### src/rtl/afp_cfg.svh
`ifndef AFP_CFG_SVH
`define AFP_CFG_SVH
// Frame and field layout
`define AFP_FRAME_BITS    16
`define AFP_CTRL_BITS     12
`define AFP_RES_BITS      12
`define AFP_TAG_BITS      4
`define AFP_TRACK_EDGE    5'd14
`define AFP_CTRL_EDGE     5'd12
`define AFP_LAST_EDGE     5'd16
// Control word bits, first bit on the wire is bit 11
`define AFP_C_WRITE       11
`define AFP_C_SEQ_ON      10
`define AFP_C_ADDR_HI     9
`define AFP_C_ADDR_LO     6
`define AFP_C_PM_HI       5
`define AFP_C_PM_LO       4
`define AFP_C_MASK_USE    3
`define AFP_C_WEAK        2
`define AFP_CTRL_RST      12'h030
`define AFP_MASK_RST      16'hFFFF
// Power-management field codes
`define AFP_PM_NORMAL     2'h3
`define AFP_PM_FULL_OFF   2'h2
`define AFP_PM_AUTO_SD    2'h1
`define AFP_PM_AUTO_SB    2'h0
// Idle pin levels {cs_n, sclk, din}
`define AFP_PIN_IDLE      3'h6
// Host register offsets
`define AFP_REG_TX        12'h000
`define AFP_REG_STATUS    12'h004
`define AFP_REG_RX        12'h008
`define AFP_ST_BUSY       0
`define AFP_ST_DONE       1
// Timing
`define AFP_SYS_CLK_NS    10
`define AFP_SCLK_HALF_NS  80
`define AFP_QUIET_NS      50
`define AFP_SCLK_HALF_CYC ((`AFP_SCLK_HALF_NS + `AFP_SYS_CLK_NS - 1) / `AFP_SYS_CLK_NS)
`define AFP_QUIET_CYC     ((`AFP_QUIET_NS + `AFP_SYS_CLK_NS - 1) / `AFP_SYS_CLK_NS)
`endif

### src/rtl/afp_pkg.sv
package afp_pkg;
   typedef enum logic [2:0]
   {
      FR_IDLE   = 3'b001,
      FR_ACTIVE = 3'b010,
      FR_DONE   = 3'b100
   } afp_frame_t;

   typedef enum logic [2:0]
   {
      PW_ON       = 3'b001,
      PW_STANDBY  = 3'b010,
      PW_SHUTDOWN = 3'b100
   } afp_pwr_t;

   typedef enum logic [5:0]
   {
      HS_IDLE  = 6'b000001,
      HS_LEAD  = 6'b000010,
      HS_LOW   = 6'b000100,
      HS_HIGH  = 6'b001000,
      HS_TAIL  = 6'b010000,
      HS_QUIET = 6'b100000
   } afp_host_t;
endpackage

### src/rtl/afp_link_if.sv
`timescale 1ns/10ps
interface afp_link_if;
   logic cs_n;
   logic sclk;
   logic din;
   logic dout;
   logic dout_oe;
   logic dout_weak;
   logic ext_oe;
   logic ext_val;
   wire  dout_line;

   // Strong drive, then a foreign driver, then the weak keeper
   // A floating line reads inverted, so a stale bit never passes for data
   assign dout_line = dout_oe   ? dout    :
                      ext_oe    ? ext_val :
                      dout_weak ? dout    : ~dout;

   modport device
   (
      input  cs_n,
      input  sclk,
      input  din,
      output dout,
      output dout_oe,
      output dout_weak
   );

   modport host
   (
      output cs_n,
      output sclk,
      output din,
      input  dout_line
   );
endinterface

### src/rtl/afp_device.sv
`timescale 1ns/10ps
`include "afp_cfg.svh"
module afp_device
(
   // Clock and reset
   input  wire logic                       I_SYS_CLK,
   input  wire logic                       I_RST,
   // Serial link
   afp_link_if.device                      LINK,
   // Converter core
   input  wire logic [`AFP_RES_BITS-1:0]   I_CONV_DATA,
   output logic                            O_TRACK,
   output logic                            O_CONV_START,
   output logic [`AFP_TAG_BITS-1:0]        O_CHANNEL,
   output afp_pkg::afp_pwr_t               O_PWR_STATE,
   // Register view
   output logic [`AFP_CTRL_BITS-1:0]       O_CTRL,
   output logic [`AFP_FRAME_BITS-1:0]      O_SEQ_MASK
);
   import afp_pkg::*;

   logic [2:0]                  meta_r;
   logic [2:0]                  sync_r;
   logic [2:0]                  prev_r;
   logic                        cs_fall;
   logic                        cs_rise;
   logic                        sclk_fall;
   logic                        din_s;
   afp_frame_t                  frame_r;
   logic [4:0]                  fcnt_r;
   logic [4:0]                  fcnt_nxt;
   logic                        edge_act;
   logic [`AFP_FRAME_BITS-1:0]  rx_r;
   logic [`AFP_FRAME_BITS-1:0]  rx_nxt;
   logic [`AFP_FRAME_BITS-1:0]  tx_r;
   logic [`AFP_CTRL_BITS-1:0]   ctrl_r;
   logic [`AFP_FRAME_BITS-1:0]  mask_r;
   logic                        mask_pend_r;
   logic                        mask_frame_r;
   logic [`AFP_TAG_BITS-1:0]    chan_r;
   logic [`AFP_TAG_BITS-1:0]    chan_nxt;
   logic                        dout_r;
   logic                        oe_r;
   logic                        weak_r;
   logic                        track_r;
   logic                        start_r;
   afp_pwr_t                    pwr_r;
   logic [1:0]                  pm;

   // Pins cross into the system clock; the first stage feeds only the second
   always_ff @(posedge I_SYS_CLK or posedge I_RST)
   begin
      if (I_RST)
      begin
         meta_r <= `AFP_PIN_IDLE;
         sync_r <= `AFP_PIN_IDLE;
         prev_r <= `AFP_PIN_IDLE;
      end
      else
      begin
         meta_r <= {LINK.cs_n, LINK.sclk, LINK.din};
         sync_r <= meta_r;
         prev_r <= sync_r;
      end
   end

   assign cs_fall   = prev_r[2] & ~sync_r[2];
   assign cs_rise   = ~prev_r[2] & sync_r[2];
   assign sclk_fall = prev_r[1] & ~sync_r[1] & ~sync_r[2];
   assign din_s     = sync_r[0];
   assign edge_act  = sclk_fall && (frame_r == FR_ACTIVE) && !cs_fall;
   assign fcnt_nxt  = fcnt_r + 5'd1;
   assign rx_nxt    = {rx_r[`AFP_FRAME_BITS-2:0], din_s};
   assign pm        = ctrl_r[`AFP_C_PM_HI:`AFP_C_PM_LO];

   // First set bit of m, scanning upward from start
   function automatic logic [3:0] first_set(input logic [15:0] m, input logic [3:0] start);
      logic [3:0] idx;
      logic [3:0] res;
      logic       hit;
      res = start;
      hit = 1'b0;
      for (int k = 0; k < 16; k++)
      begin
         idx = start + k[3:0];
         if (!hit && m[idx])
         begin
            res = idx;
            hit = 1'b1;
         end
      end
      return res;
   endfunction

   // Channel for the following conversion
   always_comb
   begin
      if (mask_frame_r)
         chan_nxt = first_set(rx_r, 4'h0);
      else if (ctrl_r[`AFP_C_SEQ_ON] && ctrl_r[`AFP_C_MASK_USE])
         chan_nxt = first_set(mask_r, chan_r + 4'h1);
      else if (ctrl_r[`AFP_C_SEQ_ON])
         chan_nxt = (chan_r >= ctrl_r[`AFP_C_ADDR_HI:`AFP_C_ADDR_LO]) ? 4'h0 : chan_r + 4'h1;
      else
         chan_nxt = ctrl_r[`AFP_C_ADDR_HI:`AFP_C_ADDR_LO];
   end

   // Frame sequencing and edge count
   always_ff @(posedge I_SYS_CLK or posedge I_RST)
   begin
      if (I_RST)
      begin
         frame_r      <= FR_IDLE;
         fcnt_r       <= 5'h00;
         rx_r         <= 16'h0000;
         mask_frame_r <= 1'b0;
      end
      else if (cs_fall)
      begin
         frame_r      <= FR_ACTIVE;
         fcnt_r       <= 5'h00;
         mask_frame_r <= mask_pend_r;
      end
      else if (cs_rise)
      begin
         frame_r      <= FR_IDLE;
         mask_frame_r <= 1'b0;
      end
      else if (edge_act)
      begin
         fcnt_r <= fcnt_nxt;
         rx_r   <= rx_nxt;
         if (fcnt_nxt == `AFP_LAST_EDGE)
            frame_r <= FR_DONE;
      end
   end

   // Control word and sequence mask
   always_ff @(posedge I_SYS_CLK or posedge I_RST)
   begin
      if (I_RST)
      begin
         ctrl_r      <= `AFP_CTRL_RST;
         mask_r      <= `AFP_MASK_RST;
         mask_pend_r <= 1'b0;
      end
      else if (cs_fall)
         mask_pend_r <= 1'b0;
      else if (edge_act && fcnt_nxt == `AFP_CTRL_EDGE && !mask_frame_r
               && rx_nxt[`AFP_C_WRITE])
      begin
         ctrl_r      <= rx_nxt[`AFP_CTRL_BITS-1:0];
         mask_pend_r <= ~rx_nxt[`AFP_C_SEQ_ON] & rx_nxt[`AFP_C_MASK_USE];
      end
      else if (cs_rise && mask_frame_r && frame_r == FR_DONE)
         mask_r <= rx_r;
   end

   // Output shifter, drive and keeper
   always_ff @(posedge I_SYS_CLK or posedge I_RST)
   begin
      if (I_RST)
      begin
         tx_r   <= 16'h0000;
         dout_r <= 1'b0;
         oe_r   <= 1'b0;
         weak_r <= 1'b0;
         chan_r <= 4'h0;
      end
      else if (cs_fall)
      begin
         tx_r   <= {chan_r, I_CONV_DATA};
         dout_r <= chan_r[`AFP_TAG_BITS-1];
         oe_r   <= 1'b1;
         weak_r <= 1'b0;
      end
      else if (cs_rise)
      begin
         chan_r <= chan_nxt;
         dout_r <= chan_nxt[`AFP_TAG_BITS-1];
         oe_r   <= 1'b0;
         weak_r <= ctrl_r[`AFP_C_WEAK];
      end
      else if (edge_act && fcnt_nxt < `AFP_LAST_EDGE)
      begin
         tx_r   <= {tx_r[`AFP_FRAME_BITS-2:0], 1'b0};
         dout_r <= tx_r[`AFP_FRAME_BITS-2];
      end
      else if (edge_act)
      begin
         oe_r   <= 1'b0;
         weak_r <= ctrl_r[`AFP_C_WEAK];
         dout_r <= chan_nxt[`AFP_TAG_BITS-1];
      end
   end

   // Track/hold and conversion start
   always_ff @(posedge I_SYS_CLK or posedge I_RST)
   begin
      if (I_RST)
      begin
         track_r <= 1'b1;
         start_r <= 1'b0;
      end
      else
      begin
         start_r <= cs_fall && pm != `AFP_PM_FULL_OFF;
         if (cs_fall)
            track_r <= 1'b0;
         else if (edge_act && fcnt_nxt == `AFP_TRACK_EDGE && !mask_frame_r)
            track_r <= 1'b1;
         else if (cs_rise && mask_frame_r)
            track_r <= 1'b1;
      end
   end

   // Power state; sleeping in full shutdown costs the next frame as wake-up
   always_ff @(posedge I_SYS_CLK or posedge I_RST)
   begin
      if (I_RST)
         pwr_r <= PW_ON;
      else if (cs_fall && pm != `AFP_PM_FULL_OFF)
         pwr_r <= PW_ON;
      else if (edge_act && fcnt_nxt == `AFP_LAST_EDGE)
      begin
         case (pm)
            `AFP_PM_AUTO_SD: pwr_r <= PW_SHUTDOWN;
            `AFP_PM_AUTO_SB: pwr_r <= PW_STANDBY;
            default:         pwr_r <= pwr_r;
         endcase
      end
      else if (cs_rise)
      begin
         case (pm)
            `AFP_PM_FULL_OFF: pwr_r <= PW_SHUTDOWN;
            `AFP_PM_NORMAL:   pwr_r <= PW_ON;
            default:          pwr_r <= pwr_r;
         endcase
      end
   end

   assign LINK.dout      = dout_r;
   assign LINK.dout_oe   = oe_r;
   assign LINK.dout_weak = weak_r;
   assign O_TRACK        = track_r;
   assign O_CONV_START   = start_r;
   assign O_CHANNEL      = chan_r;
   assign O_PWR_STATE    = pwr_r;
   assign O_CTRL         = ctrl_r;
   assign O_SEQ_MASK     = mask_r;
endmodule // afp_device

### src/flat_wrapper.sv
// flat-port wrapper written by rule: the top's interface ports become plain ports
module afp_device_flat import afp_pkg::*;
  (I_SYS_CLK, I_RST, I_CONV_DATA, O_TRACK, O_CONV_START, O_CHANNEL, O_PWR_STATE, O_CTRL, O_SEQ_MASK, LINK_cs_n, LINK_sclk, LINK_din, LINK_dout, LINK_dout_oe, LINK_dout_weak);
  afp_link_if LINK_i ();
  input  wire logic I_SYS_CLK;
  input  wire logic I_RST;
  input  wire logic [`AFP_RES_BITS-1:0] I_CONV_DATA;
  output logic O_TRACK;
  output logic O_CONV_START;
  output logic [`AFP_TAG_BITS-1:0] O_CHANNEL;
  output afp_pkg::afp_pwr_t O_PWR_STATE;
  output logic [`AFP_CTRL_BITS-1:0] O_CTRL;
  output logic [`AFP_FRAME_BITS-1:0] O_SEQ_MASK;
  input wire logic [$bits(LINK_i.cs_n)-1:0] LINK_cs_n;
  input wire logic [$bits(LINK_i.sclk)-1:0] LINK_sclk;
  input wire logic [$bits(LINK_i.din)-1:0] LINK_din;
  output wire logic [$bits(LINK_i.dout)-1:0] LINK_dout;
  output wire logic [$bits(LINK_i.dout_oe)-1:0] LINK_dout_oe;
  output wire logic [$bits(LINK_i.dout_weak)-1:0] LINK_dout_weak;
  assign LINK_i.cs_n = LINK_cs_n;
  assign LINK_i.sclk = LINK_sclk;
  assign LINK_i.din = LINK_din;
  assign LINK_dout = LINK_i.dout;
  assign LINK_dout_oe = LINK_i.dout_oe;
  assign LINK_dout_weak = LINK_i.dout_weak;
  afp_device u_core (.I_SYS_CLK(I_SYS_CLK), .I_RST(I_RST), .LINK(LINK_i), .I_CONV_DATA(I_CONV_DATA), .O_TRACK(O_TRACK), .O_CONV_START(O_CONV_START), .O_CHANNEL(O_CHANNEL), .O_PWR_STATE(O_PWR_STATE), .O_CTRL(O_CTRL), .O_SEQ_MASK(O_SEQ_MASK));
endmodule
### config.mk
export PLATFORM = sky130hd
export DESIGN_NAME = afp_device_flat
export DESIGN_NICKNAME = d
export VERILOG_FILES = /design/src/rtl/afp_pkg.sv /design/src/rtl/afp_link_if.sv /design/src/rtl/afp_device.sv /design/src/flat_wrapper.sv
export VERILOG_INCLUDE_DIRS = /design/src /design/src/rtl
export SDC_FILE = /design/constraint.sdc
export NUM_CORES = 1
export LEC_CHECK = 0
export BUFFER_PORTS_ARGS = -buffer_cell sky130_fd_sc_hd__buf_2
export CORE_MARGIN = 4
export CORE_UTILIZATION = 66
export CTS_BUF_LIST = sky130_fd_sc_hd__clkbuf_16
export CTS_CLUSTER_SIZE = 8
export DETAILED_ROUTE_END_ITERATION = 10
export MAX_ROUTING_LAYER = met4
export PLACE_DENSITY = 0.95
export SYNTH_ARGS = -nofsm -noshare
export SYNTH_HDL_FRONTEND = slang
export SYNTH_SLANG_ARGS = --single-unit
### constraint.sdc
create_clock -name I_SYS_CLK -period 7.55 [get_ports I_SYS_CLK]
set_input_delay 1.51 -clock I_SYS_CLK [delete_from_list [all_inputs] [get_ports I_SYS_CLK]]
set_output_delay 1.51 -clock I_SYS_CLK [all_outputs]
set_load 0.005 [all_outputs]
==> metrics.md, run 1 <==
| Metric | Value |
|---|---|
| Status | finished clean |
| Synthesized Nets | 701 |
| Mapped Area | ~6400 µm² |
| CTS tree | yes |
| H-Tree Depth | 3 |
| Fin crit share | about 74% |
| Hold buffers post-CTS | 0 |
| Async S/R FF share, synth | 100.0% |
| Starting DRT DRC Count | 929 |
| Vias | 5951 |
| Routed Antenna Nets | 0 |
| Clock Latency Late Sink | 0.35 ns |
| Internal | 0.9858 mW |
| Compound-gate portion of the synthesized area | 18.27% |
| Routed wire length | about 19000 µm |
| Vias in the first global route | 5757 |
| Power Dens Cells | 228.9 nW/µm² |
| Clock sinks | 89 |
| GR Overflow Total | 0 |
| Slew @ Worst Pin | 1.068 ns |
| Leak | 3.227 nW |
| Worst setup margin | between 1.5 and 2 ns |
| Dpl hpwl | 13320 µm |
| Max-cap violations | 0 |
| Fin util | roughly 75% |
| Cells after synthesis | about 670 |
| Clock root cell | clkbuf_16 |
| Die H | 106.7 µm |
| Starting Density | roughly two thirds |
| Synth Area in XOR/XNOR | about 2.7% |
| Worst-path maximum fanout | 33 |
| Comb pwr share | 37.4% |
| I/O pins | 57 |
| Sw Share | 39.05% |
| GRT Overall Usage | 35.67% |
| Ys flop type | dfrtp_1 |
| Post-synthesis adder-cell area fraction | 2.140% |
| Inserted Clock Buffers | 9 |
| RSZ-0062 raised after global routing | no |
| Rows | 35 |
| WL/cell | 22.48 µm |
| Area grow syn2layout | 9.885% |
| Mapped Avg Cell Area | ~9.6 µm² |
| Count of pins over their slew limit | 0 |
| Vias per cell | between 6 and 7 |
| Most common cell after layout, fill and taps aside | nand2_1 |
| FF+latch count, synth | 89 |
| YS warnings | 0 |
| Hold slack | 0.3595 ns |
| Mux cell area share after synthesis | 20.59% |
| R2R Path Start | u_core.O_CHANNEL[0]$_DFFE_PP0P_ |
| Arr. time, crit path | 5.85 ns |
| Pwr Total | 1.617 mW |
| Post-synth EDFFs | 0 |
| Die area | 11390 µm² |
| WS Path Type | reg -> reg |
| Final hold viol count | 0 |
| Buffers on Ports | 56 |
| Die Wd | about 110 µm |
| Initial antenna violation count | 0 |
| Layout cells sized above 1 | between 20% and 30% |
| Largest net degree at the start of global routing | 90 |
| Core area | between 9000 and 10000 µm² |
| Gpl congestion | 1.001 |
| First-pass GRT wire length | a little over 30000 µm |
| Hold Path Class | reg -> reg |
| Setup bufs post-CTS | 0 |
| Sequential share of the synthesized area | 35.16% |
| Max transition margin | 28.80% |
| Placement Setup Slack | around 2.2 ns |
| CTS resizes | 0 |
| Post-layout minimum cycle time | ~5.6 ns |
| Yosys cell types | about 90 |
| Main combinational cell family by area after synthesis | multiplexers |
| Share of power burned in registers | approximately a third |
| Setup violations, final | 0 |
| Clk pin slew, worst setup/hold paths | 0.08 ns |
| Worst path required time | 7.78 ns |
| Psw | 0.6315 mW |
| Hold path start | u_core.meta_r[2]$_DFF_PP1_ |
| Clock power share | 29.1% |
| DR DRC count | 0 |
| Diode count | 0 |
| Fmax | 177.9 MHz |
| Most frequent cells in the layout | nand2_1 (81), dfrtp_1 (62), nor2_1 (59), a21oi_1 (56), buf_2 (56) |
| Setup crit start kind | flip-flop |
| Worst Setup SP | u_core.O_CHANNEL[0]$_DFFE_PP0P_ |
| Setup Skew | 0.01363 ns |
| Setup TNS | 0 ns |
| Endpoint class of the critical path | flip-flop |
| Max clock buf depth | 2 |
| Simple logic cell fraction of the synthesized area | 17.07% |
| Nets | 746 |
| Peak VDD IR | 0.0002108 V |
| TritonRoute pass-1 iters | 6 |
-- path summary, 6_finish.rpt --
| path | endpoint | slack (ns) | cells after the start |
|---|---|---|---|
| max | u_core.O_CHANNEL[0]$_DFFE_PP0P_ | 1.93 | 15 |
| min | u_core.sync_r[2]$_DFF_PP1_ | 0.36 | 0 |
| max reg2reg | u_core.O_CHANNEL[0]$_DFFE_PP0P_ | 1.93 | 15 |
| min reg2reg | u_core.sync_r[2]$_DFF_PP1_ | 0.36 | 0 |
| max in group asynchronous | u_core.O_CHANNEL[0]$_DFFE_PP0P_ | 5.37 | 3 |
| min in group asynchronous | u_core.rx_r[10]$_DFFE_PP0P_ | 1.51 | 3 |
-- cell families after synthesis --
kind of cell             count (synthesis)
XOR/XNOR                                13
multiplexers                           111
buffers and inverters                   53
AND/OR/NAND/NOR                        220
flip-flops                              89
AO/OA/AOI/OAI                          176
adder cells (fa/ha/maj)                 11
-- routing by layer --
metal	GRT usage (%)	wire (µm)	vias to the layer above
li1	-	-	2576
met3	5.659	1830	93
met1	45.19	7223	2840
met4	16.35	848	0
met2	56.79	9250	442
met5	-	0	-
-- state kept, by name (all words and copies together), names as in the netlist --
signal,count
u_core.prev_r,2
u_core.LINK.dout,1
u_core.O_CTRL,12
u_core.O_CHANNEL,4
u_core.mask_pend_r,1
u_core.frame_r,3
u_core.O_TRACK,1
u_core.tx_r,15
u_core.O_SEQ_MASK,16
u_core.O_CONV_START,1
u_core.LINK.dout_oe,1
u_core.LINK.dout_weak,1
u_core.sync_r,3
u_core.fcnt_r,5
u_core.mask_frame_r,1
u_core.O_PWR_STATE,3
u_core.rx_r,16
u_core.meta_r,3
-- cell usage after synthesis, drive strengths merged, types with 4 or more instances --
cell	count	area, µm²
nand2	83	316.6
dfrtp	62	1551
nor2	59	221.5
a21oi	57	289.0
mux2	51	578.1
mux2i	50	513.0
o21ai	39	195.2
dfstp	27	709.4
inv	22	82.58
clkbuf	19	71.32
buf	12	105.1
nand3	12	70.07
ha	11	137.6
nor3	11	77.57
mux4	10	232.7
a211oi	8	60.06
and2	8	52.55
xnor2	7	76.32
and3	6	42.54
nand2b	6	37.54
nor2b	6	40.04
o31ai	6	45.04
o211ai	5	37.54
or3	5	36.28
a21boi	4	30.03
a21o	4	30.03
a22oi	4	30.03
a31oi	4	25.02
nor3b	4	40.03
o22ai	4	25.02
xor2	4	53.81
-- final cells by class --
cell class | instances | area (µm²)
sequential | 89 | 2261
clock buffer | 9 | 225.2
fill | 572 | 2306
clock inverter | 7 | 76.32
multi-input combinational | 531 | 3910
inverter | 22 | 83.83
tap | 129 | 161.4
timing repair buffer | 65 | 347.8
-- stage by stage --
stage	cell area, µm²	instances
2_1_floorplan	6430	673
3_3_place_gp	6764	836
3_5_place_dp	6764	836
4_1_cts	7066	852
5_1_grt	7066	852
6_report	7066	852
-- critical path: stages, from the launching register on --
cell	delay, ns
dfrtp_1	0.33
buf_4	0.35
inv_1	0.39
ha_1	0.93
buf_4	0.48
mux4_2	0.61
nand2_1	0.14
nand2_1	0.09
mux2i_1	0.45
nand2_1	0.23
nor3_4	0.20
nand2_2	0.14
or4_4	0.60
nand4_1	0.14
a31oi_1	0.10
o31a_1	0.31
-- power groups by stage --
stage          sequential (mW)  combinational [mW]  clock (mW)
2_1_floorplan            0.547               0.475           0
3_3_place_gp             0.545               0.565           0
3_5_place_dp             0.550               0.580           0
4_1_cts                  0.541               0.589       0.468
5_1_grt                  0.546               0.645       0.490
6_report                 0.543               0.604       0.470
No activity file was read; power rests on OpenSTA's default activity.
==> run 2, diff against run 1 <==
Settings changed: CORE_UTILIZATION 66 to 55, PLACE_DENSITY 0.95 to 0.86.
Clock period 7.55 ns to 5.11 ns, I/O delays scaled along.
==> metrics.md, run 2 (synthesis gave the netlist of run 1 again) <==
| Metric | Value |
|---|---|
| Dpl hpwl | 13160 µm (-1.2%) |
| Setup Skew | 0.01459 ns (+0.0009601 ns) |
| Die Wd | 116.1 µm (+8.8%) |
| Max clock buf depth | 2 (unchanged) |
| Status | finished clean |
| Vias | 5673 (-4.7%) |
| Routed Antenna Nets | 0 (unchanged) |
| Slew @ Worst Pin | 0.9304 ns (-0.1375 ns) |
| Worst setup margin | 0.3794 ns (-1.549 ns) |
| Initial antenna violation count | 0 (unchanged) |
| Worst path required time | 5.35 ns (-2.43 ns) |
| RSZ-0062 raised after global routing | no |
| Placement Setup Slack | 0.4795 ns (-1.679 ns) |
| Setup crit start kind | flip-flop |
| Cell area after placement | 6817 µm² (+0.78%) |
| WS Path Type | reg -> reg |
| CP peak stage delay | 0.64 ns (-0.29 ns) |
| Fmax | 211.4 MHz (+19%) |
| Critical Path End | u_core.O_CHANNEL[1]$_DFFE_PP0P_ |
| Setup TNS | 0 ns (unchanged) |
| Hold depth | 0 (unchanged) |
| Peak VDD IR | 0.0003264 V (+55%) |
| Fin util | 62.56% (-13 points) |
| Buffers on Ports | 56 (unchanged) |
| Critical-path top delay cell | dfrtp_1 |
| Hold buffers post-CTS | 0 (unchanged) |
| Most frequent cells in the layout | nand2_1 (81), dfrtp_1 (62), nor2_1 (59), a21oi_1 (56), buf_2 (56) |
| TritonRoute pass-1 iters | 5 (-1) |
| Most common cell after layout, fill and taps aside | nand2_1 |
| DR DRC count | 0 (unchanged) |
| Starting Density | 56.31% (-12 points) |
| Vias in the first global route | 5573 (-3.2%) |
| Clock sinks | 89 (unchanged) |
| Crit path depth | 11 (-4) |
| Clk pin slew, worst setup/hold paths | 0.07 ns (about the same) |
| Max transition margin | 37.90% (+9.1 points) |
| Vias per cell | 6.528 (-6.5%) |
| Rows | 39 (+11%) |
| Arr. time, crit path | 4.97 ns (-0.88 ns) |
| Pwr Total | 2.417 mW (+49%) |
| Gpl congestion | 1.006 (+0.42%) |
| GR Overflow Total | 0 (unchanged) |
| Leak | 3.257 nW (+0.93%) |
| Worst reg2reg setup slack | 0.38 ns (-1.55 ns) |
| Routed wire length | 18330 µm (-4.3%) |
| Inserted Clock Buffers | 9 (unchanged) |
| Setup violations, final | 0 (unchanged) |
| Setup bufs post-CTS | 0 (unchanged) |
| Hold Path Class | reg -> reg |
| Layout cells sized above 1 | 27.27% (+0.16 points) |
| Endpoint class of the critical path | flip-flop |
| Core area | 11420 µm² (+22%) |
| H-Tree Depth | 3 (unchanged) |
| GRT Overall Usage | 28.73% (-6.9 points) |
| Worst-path maximum fanout | 15 (-55%) |
| Nets | 749 (+0.40%) |
| I/O pins | 57 (unchanged) |
| Clock Latency Late Sink | 0.35 ns (about the same) |
| CTS tree | yes |
| WL/cell | 21.09 µm (-6.2%) |
| CP bufs+invs | 0 (-3) |
| Crit-path cells | ha_1, nor3b_2, and4b_4, a2111oi_4, mux2i_1, nor2b_2, and3_4, nand3_2, nor4_1, a21oi_1, o311ai_1 |
| Die area | 13490 µm² (+18%) |
| Reg2reg end | u_core.O_CHANNEL[1]$_DFFE_PP0P_ |
| Clock root cell | clkbuf_16 |
| Count of pins over their slew limit | 0 (unchanged) |
| Diode count | 0 (unchanged) |
| Die H | 116.1 µm (+8.8%) |
| First-pass GRT wire length | 29260 µm (-6.2%) |
| CTS resizes | 0 (unchanged) |
| Post-layout minimum cycle time | 4.731 ns (-0.8913 ns) |
| Fin crit share | 92.57% (+18 points) |
| R2R Path Start | u_core.O_CHANNEL[1]$_DFFE_PP0P_ |
| Worst Setup SP | u_core.O_CHANNEL[1]$_DFFE_PP0P_ |
| Reg2Reg Depth | 11 (-4) |
| Largest net degree at the start of global routing | 57 (-37%) |
| Finished Cell Area | 7143 µm² (+1.1%) |
| Final hold viol count | 0 (unchanged) |
| Crit-path leading delay family | simple AND/OR/NAND/NOR gates |
| Starting DRT DRC Count | 722 (-22%) |
| Area grow syn2layout | 11.09% |
| Power Dens Cells | 338.4 nW/µm² (+48%) |
| Max-cap violations | 0 (unchanged) |
[run 2: worst min path at each step]
stage	from	endpoint
3_3_place_gp	u_core.meta_r[0]$_DFF_PP0_	u_core.sync_r[0]$_DFF_PP0_
2_1_floorplan	u_core.meta_r[0]$_DFF_PP0_	u_core.sync_r[0]$_DFF_PP0_
5_1_grt	u_core.meta_r[2]$_DFF_PP1_	u_core.sync_r[2]$_DFF_PP1_
4_1_cts	u_core.meta_r[2]$_DFF_PP1_	u_core.sync_r[2]$_DFF_PP1_
3_5_place_dp	u_core.meta_r[2]$_DFF_PP1_	u_core.sync_r[2]$_DFF_PP1_
6_report	u_core.meta_r[2]$_DFF_PP1_	u_core.sync_r[2]$_DFF_PP1_
[run 2: power breakdown]
| part | total (mW) | switching [mW] | internal [mW] |
|---|---|---|---|
| sequential | 0.829 | 0.0709 | 0.758 |
| combinational | 0.860 | 0.501 | 0.359 |
| clock | 0.728 | 0.294 | 0.434 |
| total | 2.42 | 0.866 | 1.55 |
[run 2: stage by stage]
| stage | cells | hold WS (ns) |
|---|---|---|
| after floorplan | 673 | 0.3312 |
| after global placement | 853 | 0.3422 |
| after detailed placement | 853 | 0.3485 |
| after CTS | 869 | 0.3590 |
| after global routing | 869 | 0.3650 |
| final | 869 | 0.3578 |
[run 2: worst reg2reg max path, cell delays in order (launching register included)]
cell and delay, ns:
dfrtp_1 0.64, ha_1 0.57, nor3b_2 0.42, and4b_4 0.27, a2111oi_4 0.59, mux2i_1 0.59
nor2b_2 0.30, and3_4 0.23, nand3_2 0.10, nor4_1 0.52, a21oi_1 0.17, o311ai_1 0.25
[run 2: routing by layer]
metal / GRT usage [%] / vias to the layer above / wire (µm)
met1: 36.38 / 2761 / 7571
met2: 45.99 / 267 / 8995
li1: - / 2584 / -
met5: - / - / 0
met3: 4.974 / 61 / 1130
met4: 11.68 / 0 / 627
[run 2: cell type report]
type / count / area, µm²
Multi-Input combinational cell: 531 / 3910
Timing Repair Buffer: 68 / 382.9
Sequential cell: 89 / 2261
Tap cell: 143 / 178.9
Fill cell: 905 / 4275
Inverter: 22 / 83.83
Clock inverter: 7 / 101.3
Clock buffer: 9 / 225.2
==> run 3, diff against run 2 <==
Settings changed: CORE_UTILIZATION 55 to 56, CTS_BUF_LIST sky130_fd_sc_hd__clkbuf_16 to sky130_fd_sc_hd__clkbuf_8, PLACE_DENSITY 0.86 to 0.88.
==> metrics.md, run 3 (synthesis gave the netlist of run 1 again) <==
| Metric | Value |
|---|---|
| CTS tree | yes |
| WS Path Type | reg -> reg |
| Max-cap violations | 0 (unchanged) |
| Diode count | 0 (unchanged) |
| WL/cell | 21.49 µm (+1.9%) |
| Die Wd | 115.2 µm (-0.84%) |
| Setup Skew | 0.01504 ns (+0.0004514 ns) |
| Setup TNS | 0 ns (unchanged) |
| Area grow syn2layout | 9.632% |
| Gpl congestion | 1.007 (+0.18%) |
| Worst reg2reg setup slack | 0.74 ns (+0.36 ns) |
| Worst-path maximum fanout | 32 (+17) |
| Hold depth | 0 (unchanged) |
| Vias | 5702 (+0.51%) |
| Die area | 13260 µm² (-1.7%) |
| Power Dens Cells | 318.6 nW/µm² (-5.8%) |
| Buffers on Ports | 56 (unchanged) |
| Final hold viol count | 0 (unchanged) |
| Cell area after placement | 6830 µm² (+0.20%) |
| Reg2reg end | u_core.O_CHANNEL[2]$_DFFE_PP0P_ |
| Setup bufs post-CTS | 0 (unchanged) |
| Peak VDD IR | 0.0003016 V (-7.6%) |
| Rows | 38 (-2.6%) |
| Clock sinks | 89 (unchanged) |
| Routed Antenna Nets | 0 (unchanged) |
| Vias per cell | 6.554 (+0.40%) |
| Most common cell after layout, fill and taps aside | nand2_1 |
| Inserted Clock Buffers | 9 (unchanged) |
| Leak | 3.227 nW (-0.90%) |
| Clock Latency Late Sink | 0.37 ns (+0.02 ns) |
| CTS resizes | 0 (unchanged) |
| Endpoint class of the critical path | flip-flop |
| Max transition margin | 38.12% (+0.22 points) |
| Fillers | 870 (-3.9%) |
| Starting DRT DRC Count | 587 (-19%) |
| Reg2Reg Depth | 14 (+3) |
| Slew @ Worst Pin | 0.9271 ns (-0.003291 ns) |
| Largest net degree at the start of global routing | 58 (+1.8%) |
| Post-layout minimum cycle time | 4.368 ns (-0.3624 ns) |
| Finished Cell Area | 7049 µm² (-1.3%) |
| Hold slack | 0.3596 ns (+0.001774 ns) |
| Non-filler cells, final | 870 (+0.12%) |
| Hold Path Class | reg -> reg |
| Placed cells | 854 (+0.12%) |
| Max clock buf depth | 2 (unchanged) |
| Most frequent cells in the layout | nand2_1 (81), dfrtp_1 (62), nor2_1 (59), a21oi_1 (56), buf_2 (56) |
| Layout cells sized above 1 | 27.67% (+0.40 points) |
| Core area | 11030 µm² (-3.4%) |
| Setup crit start kind | flip-flop |
| Setup violations, final | 0 (unchanged) |
| Initial antenna violation count | 0 (unchanged) |
| Fmax | 228.9 MHz (+8.3%) |
| GR Overflow Total | 0 (unchanged) |
| Count of pins over their slew limit | 0 (unchanged) |
| Vias in the first global route | 5621 (+0.86%) |
| Clk pin slew, worst setup/hold paths | 0.10 ns (+0.03 ns) |
| Clock root cell | clkbuf_8 |
| GRT Overall Usage | 30.22% (+1.5 points) |
| Arr. time, crit path | 4.60 ns (-0.37 ns) |
| First-pass GRT wire length | 30590 µm (+4.6%) |
| Fin crit share | 85.48% (-7.1 points) |
| Routed wire length | 18690 µm (+2.0%) |
| Hold path start | u_core.sync_r[1]$_DFF_PP1_ |
| Worst path required time | 5.35 ns (about the same) |
| H-Tree Depth | 3 (unchanged) |
| Nets | 753 (+0.53%) |
| Starting Density | 58.29% (+2.0 points) |
| Status | finished clean |
| DR DRC count | 0 (unchanged) |
| R2R Path Start | u_core.O_CHANNEL[0]$_DFFE_PP0P_ |
| Min-Delay Endpoint | u_core.prev_r[1]$_DFF_PP1_ |
| Die H | 115.2 µm (-0.84%) |
| Hold buffers post-CTS | 0 (unchanged) |
| TritonRoute pass-1 iters | 5 (unchanged) |
| Dpl hpwl | 13720 µm (+4.3%) |
| RSZ-0062 raised after global routing | no |
| I/O pins | 57 (unchanged) |
## run 3: area by class of cell
type	count	area [µm²]	share of cell area [%]
inverter	22	83.83	1.189
clock inverter	7	95.09	1.349
sequential	89	2261	32.07
timing repair buffer	72	400.4	5.680
clock buffer	9	123.9	1.757
tap	140	175.2	2.485
multi-input combinational	531	3910	55.47
## run 3: stage by stage
stage               power [mW]  setup WS, ns  util, %
floorplan                1.510        0.7728        -
global placement         1.685        0.8295    61.92
detailed placement       1.695        0.8631    61.92
CTS                      2.231        0.8150    63.91
global route             2.359        0.4704    63.91
finish                   2.246        0.7419    63.91
## run 3: critical path, stage by stage (launching register included)
cell	delay [ns]
dfrtp_1	0.35
buf_4	0.35
ha_1	0.22
buf_4	0.27
o211ai_1	0.16
and4b_4	0.24
a2111oi_4	0.55
mux2i_1	0.55
nor2b_2	0.29
and3_4	0.22
nand3_2	0.10
nor4_1	0.50
or3_1	0.22
a211o_1	0.15
a21oi_2	0.06
## run 3: how the worst max path moves through the flow
stage / startpoint / end / slack, ns / cells past startpoint
4_1_cts: u_core.O_CHANNEL[0]$_DFFE_PP0P_ / u_core.O_CHANNEL[0]$_DFFE_PP0P_ / 0.82 / 14
3_3_place_gp: u_core.O_CHANNEL[0]$_DFFE_PP0P_ / u_core.O_CHANNEL[0]$_DFFE_PP0P_ / 0.83 / 14
6_report: u_core.O_CHANNEL[0]$_DFFE_PP0P_ / u_core.O_CHANNEL[2]$_DFFE_PP0P_ / 0.74 / 14
5_1_grt: u_core.O_CHANNEL[0]$_DFFE_PP0P_ / u_core.O_CHANNEL[0]$_DFFE_PP0P_ / 0.47 / 14
3_5_place_dp: u_core.O_CHANNEL[0]$_DFFE_PP0P_ / u_core.O_CHANNEL[0]$_DFFE_PP0P_ / 0.86 / 14
2_1_floorplan: u_core.O_CHANNEL[0]$_DFFE_PP0P_ / u_core.O_CHANNEL[0]$_DFFE_PP0P_ / 0.77 / 16
## run 3: per-layer routing
metal / track usage (%) / vias up / share of wire, %
met5: - / - / 0
li1: - / 2580 / -
met2: 49.58 / 289 / 49
met1: 39.57 / 2791 / 42
met3: 3.263 / 42 / 6.2
met4: 9.390 / 0 / 2.4
## run 3: power breakdown
part	switching [mW]	internal, mW
Combinational	0.522	0.360
Clock	0.261	0.277
Sequential	0.0685	0.758
Total	0.851	1.39
